File: src/hdl/cac_pkg.sv
package cac_pkg;

  // ----------------------------------------------------------------
  // Array geometry
  // ----------------------------------------------------------------
  localparam int CAC_MODULES = 5;
  localparam int CAC_WDT_MODULE = 4;

  typedef logic [7:0] cac_byte_t;
  typedef logic [15:0] cac_count_t;
  typedef logic [11:0] cac_addr_t;

  // ----------------------------------------------------------------
  // Register byte offsets
  // ----------------------------------------------------------------
  localparam cac_addr_t CAC_OFS_CONTROL = 12'h000;
  localparam cac_addr_t CAC_OFS_MODE = 12'h004;
  localparam cac_addr_t CAC_OFS_CNT_LOW = 12'h008;
  localparam cac_addr_t CAC_OFS_CNT_HIGH = 12'h00c;
  localparam cac_addr_t CAC_OFS_MOD_MODE = 12'h010;
  localparam cac_addr_t CAC_OFS_CMP_LOW = 12'h030;
  localparam cac_addr_t CAC_OFS_CMP_HIGH = 12'h050;
  localparam cac_addr_t CAC_OFS_STATUS = 12'h070;
  localparam cac_addr_t CAC_MOD_STRIDE = 12'h004;

  // ----------------------------------------------------------------
  // Field positions
  // ----------------------------------------------------------------
  localparam int CAC_CTL_RUN_BIT = 6;
  localparam int CAC_MODE_WDT_BIT = 6;
  localparam int CAC_MM_COMPARATOR = 6;
  localparam int CAC_MM_RISING = 5;
  localparam int CAC_MM_FALLING = 4;
  localparam int CAC_MM_HIT = 3;
  localparam int CAC_MM_FLIP = 2;
  localparam int CAC_MM_PWM = 1;
  localparam int CAC_MM_IRQ = 0;
  localparam int CAC_STAT_WDT_BIT = 8;

  // ----------------------------------------------------------------
  // Values after reset and fixed values
  // ----------------------------------------------------------------
  localparam cac_byte_t CAC_BYTE_RST = 8'h00;
  localparam cac_count_t CAC_COUNT_RST = 16'h0000;
  localparam cac_byte_t CAC_MM_MASK = 8'h7f;
  localparam cac_byte_t CAC_LOW_MAX = 8'hff;

endpackage : cac_pkg

File: src/hdl/cac_array.sv
// Summary of operation
// - Qualifying pin edge in capture mode copies the 16-bit counter into compare pair.
// - Rising, falling or both capture enables select capture and its edges.
// - Events set flag; interrupt request needs both flag and module interrupt enable.
// - Hardware sets event flags and never clears them; software clears them.
// - A new capture always overwrites the previous captured value.
// - Comparator plus hit enable: 16-bit counter equal to pair sets event flag.
// - Low-byte write disables comparator, high-byte write enables it again.
// - Flip, hit and comparator enables: pin inverts on each 16-bit match.
// - Pin inversion is done in hardware at the match, interrupt optional.
// - Unchanged compare value toggles again after counter wraps to it.
// - Pulse-width mode: output low while counter low byte below compare low.
// - Pulse-width duty in high byte, copied to low byte at low-byte wrap.
// - All modules share one counter as their time base.
// - Only module 4 offers watchdog; otherwise it keeps all other modes.
// - Watchdog 16-bit match on module 4 generates an internal reset.
// - Watchdog reset is internal only, never drives the external reset pin.
// - Watchdog reset gated by watchdog reset enable bit 40H of mode register.
// - Watchdog works with module 4 in either compare mode, e.g. value 4CH.
// - Watchdog decoded on module 4 with comparator and hit enable, flip any.
// - Pulse-width output does not depend on the module interrupt enable.
`timescale 1ns/1ps
`default_nettype none

module cac_array (
  input wire logic ref_clk,
  input wire logic rst_b,
  input wire logic psel,
  input wire logic penable,
  input wire logic pwrite,
  input wire cac_pkg::cac_addr_t paddr,
  input wire logic [31:0] pwdata,
  output logic [31:0] prdata,
  output logic pready,
  output logic pslverr,
  input wire logic [cac_pkg::CAC_MODULES-1:0] module_pin_in,
  output logic [cac_pkg::CAC_MODULES-1:0] module_pin_out,
  output logic [cac_pkg::CAC_MODULES-1:0] module_pin_oe_n,
  output logic irq_req,
  output logic watchdog_reset
);
  import cac_pkg::*;

  // ----------------------------------------------------------------
  // State
  // ----------------------------------------------------------------
  cac_byte_t counter_lower;
  cac_byte_t counter_upper;
  logic counter_run;
  logic counter_fresh;
  logic watchdog_reset_enable;
  logic watchdog_seen;
  logic [CAC_MODULES-1:0] module_event_flag;
  cac_byte_t module_mode_reg [CAC_MODULES];
  cac_byte_t compare_low_byte [CAC_MODULES];
  cac_byte_t compare_high_byte [CAC_MODULES];
  logic [CAC_MODULES-1:0] pin_level;
  logic [CAC_MODULES-1:0] pin_rise;
  logic [CAC_MODULES-1:0] pin_fall;
  logic [CAC_MODULES-1:0] capture_hit;
  logic [CAC_MODULES-1:0] match_hit;
  logic [CAC_MODULES-1:0] pwm_on;
  logic [CAC_MODULES-1:0] event_set;
  logic [CAC_MODULES-1:0] wr_mode;
  logic [CAC_MODULES-1:0] wr_low;
  logic [CAC_MODULES-1:0] wr_high;
  cac_count_t counter_value;
  cac_count_t next_counter;
  logic low_wrap;
  logic wdt_fire;

  // ----------------------------------------------------------------
  // Bus decode
  // ----------------------------------------------------------------
  logic access;
  logic wr_en;
  logic wr_control;
  logic wr_mode_reg;
  logic wr_cnt_low;
  logic wr_cnt_high;
  logic mapped;
  cac_byte_t wbyte;

  // One wait state: response is registered on the same edge that pready rises
  assign access = psel && penable;
  assign wr_en = access && pwrite && pready;
  assign wbyte = pwdata[7:0];
  assign wr_control = wr_en && (paddr == CAC_OFS_CONTROL);
  assign wr_mode_reg = wr_en && (paddr == CAC_OFS_MODE);
  assign wr_cnt_low = wr_en && (paddr == CAC_OFS_CNT_LOW);
  assign wr_cnt_high = wr_en && (paddr == CAC_OFS_CNT_HIGH);

  genvar gi;
  generate
    for (gi = 0; gi < CAC_MODULES; gi++) begin : g_dec
      localparam cac_addr_t OFS = cac_addr_t'(gi) * CAC_MOD_STRIDE;
      assign wr_mode[gi] = wr_en && (paddr == CAC_OFS_MOD_MODE + OFS);
      assign wr_low[gi] = wr_en && (paddr == CAC_OFS_CMP_LOW + OFS);
      assign wr_high[gi] = wr_en && (paddr == CAC_OFS_CMP_HIGH + OFS);
    end
  endgenerate

  always_comb begin
    mapped = 1'b0;
    if (paddr == CAC_OFS_CONTROL || paddr == CAC_OFS_MODE) begin
      mapped = 1'b1;
    end
    if (paddr == CAC_OFS_CNT_LOW || paddr == CAC_OFS_CNT_HIGH) begin
      mapped = 1'b1;
    end
    if (paddr == CAC_OFS_STATUS) begin
      mapped = 1'b1;
    end
    for (int i = 0; i < CAC_MODULES; i++) begin
      if (paddr == CAC_OFS_MOD_MODE + cac_addr_t'(i) * CAC_MOD_STRIDE) begin
        mapped = 1'b1;
      end
      if (paddr == CAC_OFS_CMP_LOW + cac_addr_t'(i) * CAC_MOD_STRIDE) begin
        mapped = 1'b1;
      end
      if (paddr == CAC_OFS_CMP_HIGH + cac_addr_t'(i) * CAC_MOD_STRIDE) begin
        mapped = 1'b1;
      end
    end
  end

  // ----------------------------------------------------------------
  // Read mux
  // ----------------------------------------------------------------
  logic [31:0] rd_value;

  always_comb begin
    rd_value = 32'h0000_0000;
    case (paddr)
      CAC_OFS_CONTROL: begin
        rd_value[CAC_MODULES-1:0] = module_event_flag;
        rd_value[CAC_CTL_RUN_BIT] = counter_run;
      end
      CAC_OFS_MODE: rd_value[CAC_MODE_WDT_BIT] = watchdog_reset_enable;
      CAC_OFS_CNT_LOW: rd_value[7:0] = counter_lower;
      CAC_OFS_CNT_HIGH: rd_value[7:0] = counter_upper;
      CAC_OFS_STATUS: begin
        rd_value[CAC_MODULES-1:0] = module_pin_out;
        rd_value[CAC_STAT_WDT_BIT] = watchdog_seen;
      end
      default: rd_value = 32'h0000_0000;
    endcase
    for (int i = 0; i < CAC_MODULES; i++) begin
      if (paddr == CAC_OFS_MOD_MODE + cac_addr_t'(i) * CAC_MOD_STRIDE) begin
        rd_value[7:0] = module_mode_reg[i];
      end
      if (paddr == CAC_OFS_CMP_LOW + cac_addr_t'(i) * CAC_MOD_STRIDE) begin
        rd_value[7:0] = compare_low_byte[i];
      end
      if (paddr == CAC_OFS_CMP_HIGH + cac_addr_t'(i) * CAC_MOD_STRIDE) begin
        rd_value[7:0] = compare_high_byte[i];
      end
    end
  end

  // ----------------------------------------------------------------
  // Bus response
  // ----------------------------------------------------------------
  always_ff @(posedge ref_clk or negedge rst_b) begin
    if (!rst_b) begin
      pready <= 1'b0;
      pslverr <= 1'b0;
      prdata <= 32'h0000_0000;
    end else begin
      pready <= access && !pready;
      pslverr <= access && !pready && !mapped;
      if (access && !pready && !pwrite) begin
        prdata <= mapped ? rd_value : 32'h0000_0000;
      end
    end
  end

  // ----------------------------------------------------------------
  // Global control and mode
  // ----------------------------------------------------------------
  always_ff @(posedge ref_clk or negedge rst_b) begin
    if (!rst_b) begin
      counter_run <= 1'b0;
      watchdog_reset_enable <= 1'b0;
    end else begin
      if (wr_control) begin
        counter_run <= wbyte[CAC_CTL_RUN_BIT];
      end
      if (wr_mode_reg) begin
        watchdog_reset_enable <= wbyte[CAC_MODE_WDT_BIT];
      end
    end
  end

  // ----------------------------------------------------------------
  // Shared counter
  // ----------------------------------------------------------------
  assign counter_value = {counter_upper, counter_lower};
  assign next_counter = counter_value + 16'h0001;
  assign low_wrap = counter_run && (counter_lower == CAC_LOW_MAX);

  // Single time base for every module
  always_ff @(posedge ref_clk or negedge rst_b) begin
    if (!rst_b) begin
      counter_lower <= CAC_BYTE_RST;
      counter_upper <= CAC_BYTE_RST;
      counter_fresh <= 1'b0;
    end else begin
      counter_fresh <= counter_run || wr_cnt_low || wr_cnt_high;
      if (wr_cnt_low || wr_cnt_high) begin
        if (wr_cnt_low) begin
          counter_lower <= wbyte;
        end
        if (wr_cnt_high) begin
          counter_upper <= wbyte;
        end
      end else if (counter_run) begin
        counter_lower <= next_counter[7:0];
        counter_upper <= next_counter[15:8];
      end
    end
  end

  // ----------------------------------------------------------------
  // Per-module compare and capture
  // ----------------------------------------------------------------
  generate
    for (gi = 0; gi < CAC_MODULES; gi++) begin : g_mod
      logic cmp_en;
      logic cap_mode;

      cac_pin_sync u_sync (
        .ref_clk(ref_clk),
        .rst_b(rst_b),
        .pin_raw(module_pin_in[gi]),
        .level(pin_level[gi]),
        .rise(pin_rise[gi]),
        .fall(pin_fall[gi])
      );

      assign cmp_en = module_mode_reg[gi][CAC_MM_COMPARATOR];
      assign cap_mode = module_mode_reg[gi][CAC_MM_RISING] || module_mode_reg[gi][CAC_MM_FALLING];
      assign capture_hit[gi] = (module_mode_reg[gi][CAC_MM_RISING] && pin_rise[gi])
        || (module_mode_reg[gi][CAC_MM_FALLING] && pin_fall[gi]);
      // Counter step gate keeps a held count from matching twice
      assign match_hit[gi] = cmp_en && module_mode_reg[gi][CAC_MM_HIT] && counter_fresh
        && (counter_value == {compare_high_byte[gi], compare_low_byte[gi]});
      assign pwm_on[gi] = cmp_en && module_mode_reg[gi][CAC_MM_PWM] && !cap_mode;
      assign event_set[gi] = capture_hit[gi] || match_hit[gi];

      always_ff @(posedge ref_clk or negedge rst_b) begin
        if (!rst_b) begin
          module_mode_reg[gi] <= CAC_BYTE_RST;
        end else if (wr_mode[gi]) begin
          module_mode_reg[gi] <= wbyte & CAC_MM_MASK;
        end else if (wr_low[gi]) begin
          module_mode_reg[gi][CAC_MM_COMPARATOR] <= 1'b0;
        end else if (wr_high[gi]) begin
          module_mode_reg[gi][CAC_MM_COMPARATOR] <= 1'b1;
        end
      end

      // Capture beats duty reload, which beats a low-byte software write
      always_ff @(posedge ref_clk or negedge rst_b) begin
        if (!rst_b) begin
          compare_low_byte[gi] <= CAC_BYTE_RST;
          compare_high_byte[gi] <= CAC_BYTE_RST;
        end else if (capture_hit[gi]) begin
          compare_low_byte[gi] <= counter_lower;
          compare_high_byte[gi] <= counter_upper;
        end else begin
          if (pwm_on[gi] && low_wrap) begin
            compare_low_byte[gi] <= compare_high_byte[gi];
          end else if (wr_low[gi]) begin
            compare_low_byte[gi] <= wbyte;
          end
          if (wr_high[gi]) begin
            compare_high_byte[gi] <= wbyte;
          end
        end
      end

      // Pin is driven only in output-producing compare modes
      always_ff @(posedge ref_clk or negedge rst_b) begin
        if (!rst_b) begin
          module_pin_out[gi] <= 1'b0;
          module_pin_oe_n[gi] <= 1'b1;
        end else begin
          module_pin_oe_n[gi] <= !(pwm_on[gi] || (cmp_en && module_mode_reg[gi][CAC_MM_FLIP]));
          if (pwm_on[gi]) begin
            // Independent of the interrupt enable
            module_pin_out[gi] <= !(counter_lower < compare_low_byte[gi]);
          end else if (match_hit[gi] && module_mode_reg[gi][CAC_MM_FLIP]) begin
            module_pin_out[gi] <= !module_pin_out[gi];
          end
        end
      end
    end
  endgenerate

  // ----------------------------------------------------------------
  // Event flags and interrupt request
  // ----------------------------------------------------------------
  // Writing zero clears a flag, but a same-cycle event still sets it
  always_ff @(posedge ref_clk or negedge rst_b) begin
    if (!rst_b) begin
      module_event_flag <= '0;
    end else begin
      if (wr_control) begin
        module_event_flag <= (module_event_flag & wbyte[CAC_MODULES-1:0]) | event_set;
      end else begin
        module_event_flag <= module_event_flag | event_set;
      end
    end
  end

  logic [CAC_MODULES-1:0] irq_enables;

  always_comb begin
    for (int i = 0; i < CAC_MODULES; i++) begin
      irq_enables[i] = module_mode_reg[i][CAC_MM_IRQ];
    end
  end

  always_ff @(posedge ref_clk or negedge rst_b) begin
    if (!rst_b) begin
      irq_req <= 1'b0;
    end else begin
      irq_req <= |(module_event_flag & irq_enables);
    end
  end

  // ----------------------------------------------------------------
  // Watchdog on the last module
  // ----------------------------------------------------------------
  // Flip enable is don't-care; pwm setups never reach it, capture setups only with comparator and hit set
  assign wdt_fire = watchdog_reset_enable && match_hit[CAC_WDT_MODULE]
    && !module_mode_reg[CAC_WDT_MODULE][CAC_MM_PWM];

  // Internal pulse only, nothing here reaches a reset pin
  always_ff @(posedge ref_clk or negedge rst_b) begin
    if (!rst_b) begin
      watchdog_reset <= 1'b0;
      watchdog_seen <= 1'b0;
    end else begin
      watchdog_reset <= wdt_fire;
      if (wdt_fire) begin
        watchdog_seen <= 1'b1;
      end else if (wr_control && wbyte[7]) begin
        watchdog_seen <= 1'b0;
      end
    end
  end

endmodule : cac_array

`default_nettype wire

File: src/hdl/cac_pin_sync.sv
`timescale 1ns/1ps
`default_nettype none

module cac_pin_sync (
  input wire logic ref_clk,
  input wire logic rst_b,
  input wire logic pin_raw,
  output logic level,
  output logic rise,
  output logic fall
);
  import cac_pkg::*;

  logic sync_a;
  logic sync_b;
  logic sync_c;

  // ----------------------------------------------------------------
  // Three-stage synchroniser
  // ----------------------------------------------------------------
  // Resets to the pulled-up idle level, so no false edge follows reset
  always_ff @(posedge ref_clk or negedge rst_b) begin
    if (!rst_b) begin
      sync_a <= 1'b1;
      sync_b <= 1'b1;
      sync_c <= 1'b1;
    end else begin
      sync_a <= pin_raw;
      sync_b <= sync_a;
      sync_c <= sync_b;
    end
  end

  // ----------------------------------------------------------------
  // Accepted level and edge pulses
  // ----------------------------------------------------------------
  // Change only accepted once stages two and three agree
  always_ff @(posedge ref_clk or negedge rst_b) begin
    if (!rst_b) begin
      level <= 1'b1;
      rise <= 1'b0;
      fall <= 1'b0;
    end else begin
      rise <= 1'b0;
      fall <= 1'b0;
      if (sync_b == sync_c && sync_c != level) begin
        level <= sync_c;
        rise <= sync_c;
        fall <= ~sync_c;
      end
    end
  end

endmodule : cac_pin_sync

`default_nettype wire

File: config.mk
export PLATFORM = sky130hd
export DESIGN_NAME = cac_array
export DESIGN_NICKNAME = d
export VERILOG_FILES = /design/src/hdl/cac_pkg.sv /design/src/hdl/cac_array.sv /design/src/hdl/cac_pin_sync.sv
export SDC_FILE = /design/constraint.sdc
export NUM_CORES = 1
export LEC_CHECK = 0
export ABC_AREA = 0
export BUFFER_PORTS_ARGS = -buffer_cell sky130_fd_sc_hd__buf_2
export CAP_MARGIN = 15
export CELL_PAD_IN_SITES_DETAIL_PLACEMENT = 1
export CELL_PAD_IN_SITES_GLOBAL_PLACEMENT = 2
export CORE_UTILIZATION = 38
export DETAILED_ROUTE_END_ITERATION = 10
export PLACE_DENSITY_LB_ADDON = 0.1
export SYNTH_ARGS = -nofsm -noshare
export SYNTH_HDL_FRONTEND = slang
export SYNTH_SLANG_ARGS = --single-unit
File: constraint.sdc
create_clock -name ref_clk -period 2.8 [get_ports ref_clk]
set_clock_uncertainty 0.05 [all_clocks]
set_input_delay 0.28 -clock ref_clk [delete_from_list [all_inputs] [get_ports ref_clk]]
set_output_delay 0.28 -clock ref_clk [all_outputs]
set_load 0.02 [all_outputs]
==> results.md, run 1 <==
- The number of global-route vias before repair is approximately 11000.
- The final critical path time including I/O delays and setup is 2517 ps.
- The critical path endpoint category is a flip-flop.
- Of the cells placed in the final design, the portion with a size suffix greater than 1 is 0.1934.
- Setup violations remaining at the end of the flow were counted as 0.
- The async set-or-reset flop fraction in the synthesized netlist is 1.000.
- The average wire per standard cell is 26.70 um.
- Across all hold checks on the routed design, the worst slack comes to 59.67 ps.
- The number of H-tree levels is 4.
- The number of buffer cells added on primary ports is 52.
- The total area inside the core boundary comes to between 30000 and 40000 um2.
- TritonCTS built the clock tree.
- The dominant combinational cell family by area after synthesis is compound AO/OA/AOI/OAI gates.
- The worst-case IR drop observed on VDD is 0.0004557 V.
- The xor and xnor fraction of the mapped netlist area is 0.03374.
- For this configuration, the core starts out at a cell density of 0.3867.
- The number of buffers created by CTS is 17.
- For the worst-skew pair, the clock arrives at the later sink with an insertion delay of 470 ps.
- Data on the critical path arrives at its endpoint at 2820 ps.
- At the end of routability-driven placement, the weighted congestion stood at 0.9030.
- The floorplan step defined a die boundary enclosing approximately 33000 um2.
- Headroom to the max-slew limit came out at 0.2723.
- The synthesis-stage register bit count is 193.
- From bottom edge to top edge, the die measures between 150 and 200 um.
- The mux share of post-synthesis cell area is 0.1044.
- Once detail routing completed, the nets flagged for antenna violations numbered 0.
- Dividing the detail-routed via count by the number of cells gives 6.060.
- Of the total synthesized cell area, the portion taken by AND, OR, NAND and NOR gates is 0.1604.
- The pin slew with the least headroom to its limit is approximately 1100 ps.
- The setup TNS after final layout is 0 ps.
- The area growth from synthesis to layout is 14.41%.
- By area the synthesized netlist is led by sky130_fd_sc_hd__dfrtp_1 (34%), sky130_fd_sc_hd__mux2i_1 (7.3%), sky130_fd_sc_hd__dfstp_2 (5.4%).
- Pin placement for this block handled 100 I/O pins.
- The number of cells in the design after placement is 1786.
- The number of filler cells placed in the layout is 3634.
- The cell type of the slowest stage on the worst timing path is sky130_fd_sc_hd__nor2_1.
- The sequential fraction of the synthesis area is 0.3984.
- The total power divided by cell area is 410.4 nW/um2.
- Measured along the x axis, the die boundary spans 181.2 um.
- Once detailed placement completed, the half-perimeter wirelength came to 34610 um.
- Summed over all cells, the static leakage comes to 6.271 nW.
- Setup repair after global routing left no endpoint under its margin.
- Across the run, the number of max-cap violations was 0.
- The worst setup path is launched from a flip-flop.
- By count the netlist is led by sky130_fd_sc_hd__dfrtp_1 (168), sky130_fd_sc_hd__nor2_1 (141), sky130_fd_sc_hd__a21oi_1 (117).
- Counting along the longest clock path gives a buffer depth of 2.
- The total inserted antenna cells is 0.
- Static timing analysis puts the maximum clock frequency at 0.3974 GHz.
- The flip-flop cell with the highest count after synthesis is sky130_fd_sc_hd__dfrtp_1.
- On the worst path, the slowest cell contributes a delay of 830 ps.
- The minimum setup slack after placement is approximately 120 ps.
- Among all cell types in the netlist, the one instantiated most often is sky130_fd_sc_hd__dfrtp_1.
- The total routing resource utilization after global routing is 0.3040.
- The number of antenna violations at the first check in global routing is 1.
- After clock tree synthesis, the clock-pin slew on the worst setup and hold paths is approximately 80 ps.
- Clock tree synthesis found a total of 193 sinks.
- In this run the worst path has a maximum fanout of 16.
- The unique cell type count in the Yosys netlist is 83.
- The summed instance area of the synthesized netlist is around 12000 um2.
- The routed layout has 11050 vias.
- The final wirelength is between 40000 and 50000 um.
- In the routed design, unresolved DRC markers number 0.
- The max-slew violation count is 0.
- The detailed-routing iteration count for the pre-antenna-repair pass is 5.
- The final clock period utilization by the worst path is 0.8988.
- The number of flops mapped to enable cells by yosys is 0.
- The count of endpoints failing hold in the final timing report is 0.
- The required time of the worst setup path is 3100 ps.
- For this block, the initial DRC count from the detailed router was 887.
- The critical path in this run is classified as reg2reg.
- The flow ran to the end, and the final reports show no timing, DRC or antenna violations.
- The total congestion overflow is 0.
- The tree is rooted in a sky130_fd_sc_hd__clkbuf_16.
- The average footprint of a synthesized cell is between 9 and 10 um2.
- The pin count of the biggest net entering global routing is 88.
- The dominant cell type by area after synthesis is sky130_fd_sc_hd__dfrtp_1.
- Once routing completed, OpenROAD measured the worst setup slack at 283.4 ps.
- The count of standard-cell rows is 65.
- For this run, the number of Yosys warnings is 0.
- The net total in the final layout is 1504.
- The worst hold path belongs to the class in2reg.
- The signal on the critical path passes through ha_1, nand3_1, nor2_1, nand3_1, buf_12, nor2_2, nor2_1, a211oi_1, a21o_1.
- The final standard cell count with taps included and fillers excluded is 1824.
- The post-synthesis compound-gate area fraction is 0.1936.
- Of the total synthesized cell area, the portion taken by full adders, half adders and majority gates is 0.04696.
- The first global-routing pass estimated 72810 um of wire.
- The area share of the largest cell type after synthesis is 0.3445.
- The number of standard cells after synthesis is 1332.
[cell type report]
type                            count  area [um2]  share of cell area
Sequential cell                   193        4861              0.3482
Timing Repair Buffer              155        1121             0.08031
Clock buffer                       17       425.4             0.03047
Tap cell                          402       503.0             0.03603
Clock inverter                     15       150.1             0.01076
Inverter                           46       172.7             0.01237
Multi-Input combinational cell    996        6726              0.4819
[worst max-delay path, delay by kind of cell (launching register included)]
kind	cells	cell delay, ps
AO/OA/AOI/OAI	2	310
adder cells (fa/ha/maj)	1	250
AND/OR/NAND/NOR	5	1210
flip-flops	1	420
buffers and inverters	1	170
[timing repair]
action,4_1_cts,5_1_grt
setup buffers,0,0
gates resized for setup,0,0
hold buffers,6,0
hold endpoints to repair,75,0
[cell families after synthesis]
family | after synthesis
AND/OR/NAND/NOR | 391
AO/OA/AOI/OAI | 365
flip-flops | 193
buffers and inverters | 165
multiplexers | 123
adder cells (fa/ha/maj) | 47
XOR/XNOR | 47
other | 1
[routing by layer]
metal / routed length (um) / part of all wire / global-route usage
met1: 23450 / 0.48 / 0.4472
met2: 21340 / 0.44 / 0.4552
met3: 2783 / 0.057 / 0.04818
met4: 1118 / 0.023 / 0.09051
met5: 13 / 0.00027 / 0
[final timing paths]
path | from | to | slack, ps | depth (start not counted)
worst max-delay path | counter_lower[1] | compare_low_byte[9] | 280 | 9
min in group asynchronous | rst_b | g_mod[0].u_sync.rise | 370 | 2
worst min register to register | g_mod[1].u_sync.sync_a | g_mod[1].u_sync.sync_b | 310 | 0
worst max register to register | counter_lower[1] | compare_low_byte[9] | 280 | 9
max in group asynchronous | rst_b | g_mod[3].u_sync.level | 1500 | 3
worst min-delay path | penable | pready | 60 | 3
[placed cells by master (no fill, tap or decap), types with 22 or more instances in the layout]
cell type                  instances
sky130_fd_sc_hd__dfstp_2          25
sky130_fd_sc_hd__mux2i_1          89
sky130_fd_sc_hd__nor3_1           22
sky130_fd_sc_hd__nand4_1          27
sky130_fd_sc_hd__buf_2            51
sky130_fd_sc_hd__nor2_1          141
sky130_fd_sc_hd__nand3_1          36
sky130_fd_sc_hd__mux2_2           34
sky130_fd_sc_hd__conb_1           23
sky130_fd_sc_hd__a211oi_1         42
sky130_fd_sc_hd__ha_1             41
sky130_fd_sc_hd__dfrtp_1         168
sky130_fd_sc_hd__inv_1            46
sky130_fd_sc_hd__xor2_1           38
sky130_fd_sc_hd__a21o_1           50
sky130_fd_sc_hd__buf_4            92
sky130_fd_sc_hd__o21ai_0          53
sky130_fd_sc_hd__nand2_1          78
sky130_fd_sc_hd__a21oi_1         117
[per-stage QoR]
| step | utilization | cell area (um2) | power, W |
|---|---|---|---|
| 3_5_place_dp | 0.4222 | 13320 | 0.003273 |
| 5_1_grt | 0.4424 | 13960 | 0.005893 |
| 6_report | 0.4424 | 13960 | 0.005729 |
| 4_1_cts | 0.4424 | 13960 | 0.005775 |
| 2_1_floorplan | - | 12280 | 0.003095 |
| 3_3_place_gp | 0.4222 | 13320 | 0.003267 |
[power by group]
group	switching [W]	leakage, nW	internal, W
sequential	0.0000239	2.18	0.00283
combinational	0.000269	3.81	0.000103
clock	0.00125	0.278	0.00125
total	0.00154	6.27	0.00418
Note: power is estimated with default switching activity, not from simulation.
==> run 2: changes to the inputs <==
--- a/config.mk
+++ b/config.mk
@@ -13,6 +13,8 @@
 export CORE_UTILIZATION = 38
 export DETAILED_ROUTE_END_ITERATION = 10
 export PLACE_DENSITY_LB_ADDON = 0.1
+export REMOVE_ABC_BUFFERS = 1
+export SLEW_MARGIN = 20
 export SYNTH_ARGS = -nofsm -noshare
 export SYNTH_HDL_FRONTEND = slang
 export SYNTH_SLANG_ARGS = --single-unit
==> results.md, run 2 (synthesis results as in run 1) <==
- The area used by multi-input combinational logic is 6741 um2.
- The worst setup path category is reg2reg.
- Across all hold checks on the routed design, the worst slack comes to 43.66 ps.
- STA puts the critical path data required time at around 3200 ps.
- In this run the standard cell core region covers 31560 um2.
- The worst register-to-register path has a depth of 12.
- The count of nets left with antenna violations once routing finished came out at 0.
- The number of max-capacitance violations reported is 0.
- The routed design has 49240 um of wire.
- The first global-routing pass estimated between 70000 and 80000 um of wire.
- CTS placed an instance of sky130_fd_sc_hd__clkbuf_16 at the clock tree root.
- Across the VDD grid, the largest voltage drop is between 0.0005 and 0.0006 V.
- The capture endpoint of the worst hold path is pready.
- The critical path endpoint category is a flip-flop.
- The pin count of the biggest net entering global routing is between 70 and 80.
- The number of instances resized during post-cts repair is 0.
- For this run, the total global-route usage over all layers was measured as 0.3067.
- The run finished with clean final reports.
- The maximum net fanout on the critical path is 16.
- The worst setup margin is 319.9 ps.
- In this run the cell area measured after placement is 13400 um2.
- The max-slew violation count was 0.
- The worst hold path belongs to the class in2reg.
- The startpoint of the most critical register-to-register path is counter_lower[1].
- The count of buffers added by post-CTS timing repair for setup is 0.
- Setup repair after global routing left no endpoint under its margin.
- The count of pins on the block boundary is 100.
- The number of cells in the design after placement is 1797.
- The detailed router finished its first iteration with between 700 and 800 violations.
- The kind of start point of the critical path is a flip-flop.
- Leaving out fill and tap cells, the most frequent cell in the layout is sky130_fd_sc_hd__dfrtp_1.
- The number of global-route vias before repair is 11130.
- The average wire per standard cell is about 27 um.
- The final clock period utilization by the worst path is 0.8857.
- Counting along the longest clock path gives a buffer depth of 2.
- For the worst setup path, the data arrival time is 2850 ps.
- Detailed placement finished with a half-perimeter wire length of 35300 um.
- The finished cells cover 14040 um2.
- The global placement routability congestion is 0.9139.
- The worst register-to-register path has a setup slack of 320 ps.
- The die is 181.2 um wide.
- The number of setup violations in the final report is 0.
- Measured along the y axis, the die boundary spans 181.2 um.
- For the worst-skew pair, the clock arrives at the later sink with an insertion delay of 480 ps.
- The number of buffers created by CTS is 17.
- The overall die area is around 33000 um2.
- The remaining design rule violation count is 0.
- In the final layout, the share of cells above drive strength 1 is 0.2010.
- TritonCTS built the clock tree.
- The initial core utilization is 0.3867.
- The number of antenna violations at the first check in global routing came to 1.
- The final layout contains approximately 1500 nets.
- The register area is 4861 um2.
- The clock tree synthesis step divided the H-tree into 4 levels.
- The number of buffers inserted by hold repair at cts is 6.
- The peak clock frequency supported by timing is 0.4032 GHz.
- The relative area change from synthesis to final layout is 15.03%.
- The count of endpoints failing hold in the final timing report came to 0.
- The worst slew margin relative to its limit is 0.4718.
- The pin slew with the least headroom to its limit is 790.2 ps.
- Port buffering added 52 buffers.
- The count of standard-cell rows is 65.
- The number of instances on the worst hold path is 3.
- The minimum setup slack after placement is roughly 55 ps.
- Summed over all cells, the static leakage comes to 6.310 nW.
- The total congestion overflow is 0.
- The layout has between 3000 and 4000 filler cells.
- The total power divided by cell area is roughly 410 nW/um2.
- The detailed-route vias per instance is 6.005.
- Across all layers, the routed design uses 11030 vias.
- In this run the most critical hold path is launched from penable.
- The detailed-routing iteration count for the pre-antenna-repair pass is 6.
- The clock drives about 190 sinks.
- The reg-to-reg critical path endpoint is compare_low_byte[17].
- In the layout the commonest cells are sky130_fd_sc_hd__dfrtp_1 (168), sky130_fd_sc_hd__nor2_1 (140), sky130_fd_sc_hd__a21oi_1 (117).
- The final critical path time including I/O delays and setup is 2480 ps.
- After clock tree synthesis, the clock-pin slew on the worst setup and hold paths is 80 ps.
- The final standard cell count with taps included and fillers excluded is 1836.
==> run 2: cell types whose count changed in the layout (fill, tap and decap cells not counted), moves of 2 or more <==
cell | previous run | this run
sky130_fd_sc_hd__clkinv_4 | 4 | 2
sky130_fd_sc_hd__buf_4 | 92 | 104
sky130_fd_sc_hd__inv_6 | 5 | 7
sky130_fd_sc_hd__inv_8 | 0 | 2
sky130_fd_sc_hd__clkinv_2 | 2 | 0
==> run 2: worst max path at each step <==
stage | from | to | slack (ps) | depth (start not counted)
floorplan | paddr[9] | compare_high_byte[0] | -970 | 7
global placement | paddr[4] | prdata[0] | 50 | 9
detailed placement | paddr[4] | prdata[0] | 60 | 9
CTS | counter_lower[0] | compare_low_byte[33] | 150 | 9
global route | counter_lower[0] | compare_low_byte[34] | 120 | 10
finish | counter_lower[1] | compare_low_byte[17] | 320 | 12
==> run 2: metrics by stage <==
stage	util	TNS [ps]	power (W)
6_report	0.4448	0	0.005689
5_1_grt	0.4447	0	0.005861
4_1_cts	0.4444	0	0.005749
3_5_place_dp	0.4246	0	0.003276
3_3_place_gp	0.4246	0	0.003269
2_1_floorplan	-	-91500	0.003021
==> run 2: power by group <==
group          switching, W  internal, W  total (W)  leakage (nW)
clock network       0.00128      0.00118    0.00246         0.269
registers         0.0000240      0.00283    0.00285          2.18
logic              0.000273     0.000102   0.000375          3.86
==> run 2: area by class of cell <==
class / instances / share of cell area
multi-input cells: 996 / 0.4803
flip-flops and latches: 193 / 0.3463
repair buffers: 166 / 0.08477
well taps: 402 / 0.03584
clock buffers: 17 / 0.03031
inverters: 46 / 0.01230
clock inverters: 15 / 0.009984
diodes: 1 / 0.0001783
==> run 2: layer usage <==
metal / wire (um) / GRT usage / vias to the layer above
met5: 0 / 0 / -
met4: 1155 / 0.09085 / 0
met3: 2805 / 0.05442 / 66
met2: 21950 / 0.4729 / 320
met1: 23330 / 0.4362 / 5661
li1: - / - / 4978
==> run 2: critical path, cell delays in order, from the launching register on <==
cell                       delay [ps]
sky130_fd_sc_hd__dfrtp_1          390
sky130_fd_sc_hd__ha_1             220
sky130_fd_sc_hd__nand3_1          120
sky130_fd_sc_hd__nor2_1           160
sky130_fd_sc_hd__nand3_1          110
sky130_fd_sc_hd__buf_4            210
sky130_fd_sc_hd__buf_4            180
sky130_fd_sc_hd__nor4_2           140
sky130_fd_sc_hd__buf_4            250
sky130_fd_sc_hd__nor2_1            70
sky130_fd_sc_hd__buf_4            190
sky130_fd_sc_hd__a211oi_1         210
sky130_fd_sc_hd__a21o_1           110
==> run 3: changes to the inputs <==
--- a/config.mk
+++ b/config.mk
@@ -10,7 +10,7 @@
 export CAP_MARGIN = 15
 export CELL_PAD_IN_SITES_DETAIL_PLACEMENT = 1
 export CELL_PAD_IN_SITES_GLOBAL_PLACEMENT = 2
-export CORE_UTILIZATION = 38
+export CORE_UTILIZATION = 35
 export DETAILED_ROUTE_END_ITERATION = 10
 export PLACE_DENSITY_LB_ADDON = 0.1
 export REMOVE_ABC_BUFFERS = 1
==> constraint.sdc (replaced) <==
create_clock -name ref_clk -period 2.2 [get_ports ref_clk]
set_clock_uncertainty 0.05 [all_clocks]
set_input_delay 0.22 -clock ref_clk [delete_from_list [all_inputs] [get_ports ref_clk]]
set_output_delay 0.22 -clock ref_clk [all_outputs]
set_load 0.02 [all_outputs]
==> results.md, run 3 (synthesis results as in run 1) <==
- After detailed routing, the number of vias per cell comes to 5.765.
- Setup violations remaining at the end of the flow were counted as 2.
- The number of antenna diodes in the final layout is 0.
- The number of clock sinks is 193.
- The setup TNS after final layout is -109.9 ps.
- The critical path goes through ha_1, nand4_1, or4_4, nor3_4, nand2_1, xnor2_1, mux2_2.
- The final critical path time including I/O delays and setup is around 2300 ps.
- 100 I/O pins were placed.
- In this run the static leakage power is 7.176 nW.
- Clock-pin slew was measured on the worst setup and hold paths at 80 ps.
- From left edge to right edge, the die measures 188.7 um.
- The remaining design rule violation count is 0.
- The library cells used most frequently in the layout, excluding fill and tap cells, are sky130_fd_sc_hd__buf_4 (220), sky130_fd_sc_hd__dfrtp_1 (163), sky130_fd_sc_hd__nor2_1 (138).
- The area used by multi-input combinational logic is between 7000 and 8000 um2.
- In this run, CTS created clock tree buffers numbering 17.
- The number of cells in the design after placement is 1978.
- The critical path is of the reg2reg type.
- The worst hold-check path type is in2reg.
- The final layout contains routed wiring with a total length of 53960 um.
- The number of global-route vias before repair is 11890.
- The number of H-tree levels is 4.
- The CTS tree is yes.
- STA classifies the critical path startpoint as a flip-flop.
- Of the cells placed in the final design, the portion with a size suffix greater than 1 is 0.3040.
- The path depth of the worst reg2reg path is 7.
- Across every metal layer, demand over resource in global routing totals 0.3072.
- Setup repair after global routing could not meet its margin everywhere.
- The die is about 190 um tall.
- Clock tree synthesis selected as its root buffer the cell sky130_fd_sc_hd__clkbuf_16.
- Based on the critical path, the design can be clocked at up to roughly 0.44 GHz.
- The run finished, with violations left.
- The average wire per standard cell is about 27 um.
- The number of antenna violations at the first check in global routing came to 1.
- The die covers ~36000 um2.
- For this block, the via count after detailed routing is 11730.
- The max-slew violation count is 0.
- For the pin with the worst max-slew slack, the measured transition is 753.1 ps.
- Excluding fillers, the count of instances in the completed layout stands at 2034.
- The first detailed-routing pass took 5 iterations.
- The total congestion overflow is 0.
- The number of DRC markers in iteration 0 is 911.
- The initial utilization of the core area, before any placement, comes to 0.3541.
- The source-to-sink clock delay at the later pin of the worst-skew pair is 470 ps.
- The critical path endpoint category is a flip-flop.
- The relative area change from synthesis to final layout is 30.23%.
- Data on the critical path arrives at its endpoint at 2590 ps.
- Once layout is complete, the utilization of the core stands at 0.4611.
- The number of filler cells placed in the layout is 3993.
- Summing internal, switching and leakage power gives about 0.0075 W.
- The count of standard-cell rows is a little under 70.
- The number of max-capacitance violations reported is 0.
- The remaining antenna violation count after routing is 0.
- In this run the worst path has a maximum fanout of 3.
- The global placement routability congestion is 0.9658.
- The final reports fail on setup timing.
- Dividing total power by cell area gives a power density of ~470 nW/um2.
- Entering global routing, the biggest net connects 65 pins.
- The total area inside the core boundary comes to 34460 um2.
- The clock passes through at most 2 buffers.
- The largest individual stage delay along the critical path comes from the cell sky130_fd_sc_hd__or4_4.
- The maximum VDD drop is 0.0005397 V.
- The required time of the worst setup path is between 2000 and 3000 ps.
- The worst slew margin relative to its limit is 0.4979.
- The final clock period utilization by the worst path is 1.038.
- After layout, the worst setup slack is -83.53 ps.
- The number of instances on the worst hold path is 3.
- The net total in the final layout is between 1500 and 2000.
- The count of buffers added on input and output ports is 52.
- Summed over all nets, the half-perimeter wirelength after detailed placement is 39530 um.
- Leaving out fill and tap cells, the most frequent cell in the layout is sky130_fd_sc_hd__buf_4.
- The biggest cell delay along the critical path is between 500 and 600 ps.
- The register area is 4867 um2.
- The count of endpoints failing hold in the final timing report is 0.
- The wire length of the first global-routing pass is roughly 80000 um.
run 3: changes by cell type in the layout (fill, tap and decap cells not counted), moves of 6 or more:
cell,change
sky130_fd_sc_hd__a211oi_1,-8
sky130_fd_sc_hd__ha_1,-7
sky130_fd_sc_hd__buf_12,+19
sky130_fd_sc_hd__mux2i_1,-10
sky130_fd_sc_hd__buf_4,+116
sky130_fd_sc_hd__ha_4,+7
sky130_fd_sc_hd__mux2i_2,+6
sky130_fd_sc_hd__a211oi_2,+9
sky130_fd_sc_hd__buf_6,+7
run 3: path summary, 6_finish.rpt:
path	start	end	slack, ps
worst min register to register	g_mod[2].u_sync.sync_a	g_mod[2].u_sync.sync_b	310
worst max register to register	counter_lower[7]	module_pin_out[3]	-80
worst max-delay path	counter_lower[7]	module_pin_out[3]	-80
worst min-delay path	penable	pready	40
max in group asynchronous	rst_b	counter_lower[4]	1090
min in group asynchronous	rst_b	compare_low_byte[37]	270
run 3: through the flow:
stage | setup slack (ps) | hold WS [ps] | area [um2]
after floorplan | -1507 | -125.6 | 11700
after global placement | -482.0 | 195.7 | 14630
after detailed placement | -419.9 | 184.8 | 14630
after CTS | -35.30 | 24.07 | 15500
after global routing | -154.3 | 68.87 | 15890
final | -83.53 | 36.89 | 15890
run 3: final cells by class:
cell class	count	area share
Multi-Input combinational cell	996	0.4460
Sequential cell	193	0.3063
Timing Repair Buffer	312	0.1631
Tap cell	455	0.03583
Clock buffer	19	0.02850
Inverter	46	0.01087
Clock inverter	13	0.009449
run 3: per-layer routing:
metal	routed length, um	global-route usage	vias up
met1	25900	0.4419	6086
met3	2744	0.05774	48
li1	-	-	5281
met4	890	0.07847	0
met5	0	0	-
met2	24430	0.4704	311
run 3: critical path, delay by kind of cell (launching register included):
| family | cells | cell delay [ps] |
|---|---|---|
| xor gates and xnor gates | 1 | 130 |
| DFF | 1 | 480 |
| and+or+nand+nor | 4 | 930 |
| muxes | 1 | 260 |
| adders and majority gates | 1 | 320 |
run 3: what timing repair did:
action | in CTS | in global routing
setup buffers | 8 | 9
endpoints found under the hold margin | 52 | 0
gates cloned | 1 | 1
pin swaps | 8 | 26
resized for setup | 30 | 62
setup endpoints to repair | 45 | 51
hold buffers | 6 | 0
run 3: report_power, final:
group	switching (W)	internal, W
Combinational	0.000375	0.000185
Clock	0.00156	0.00175
Sequential	0.0000307	0.00360
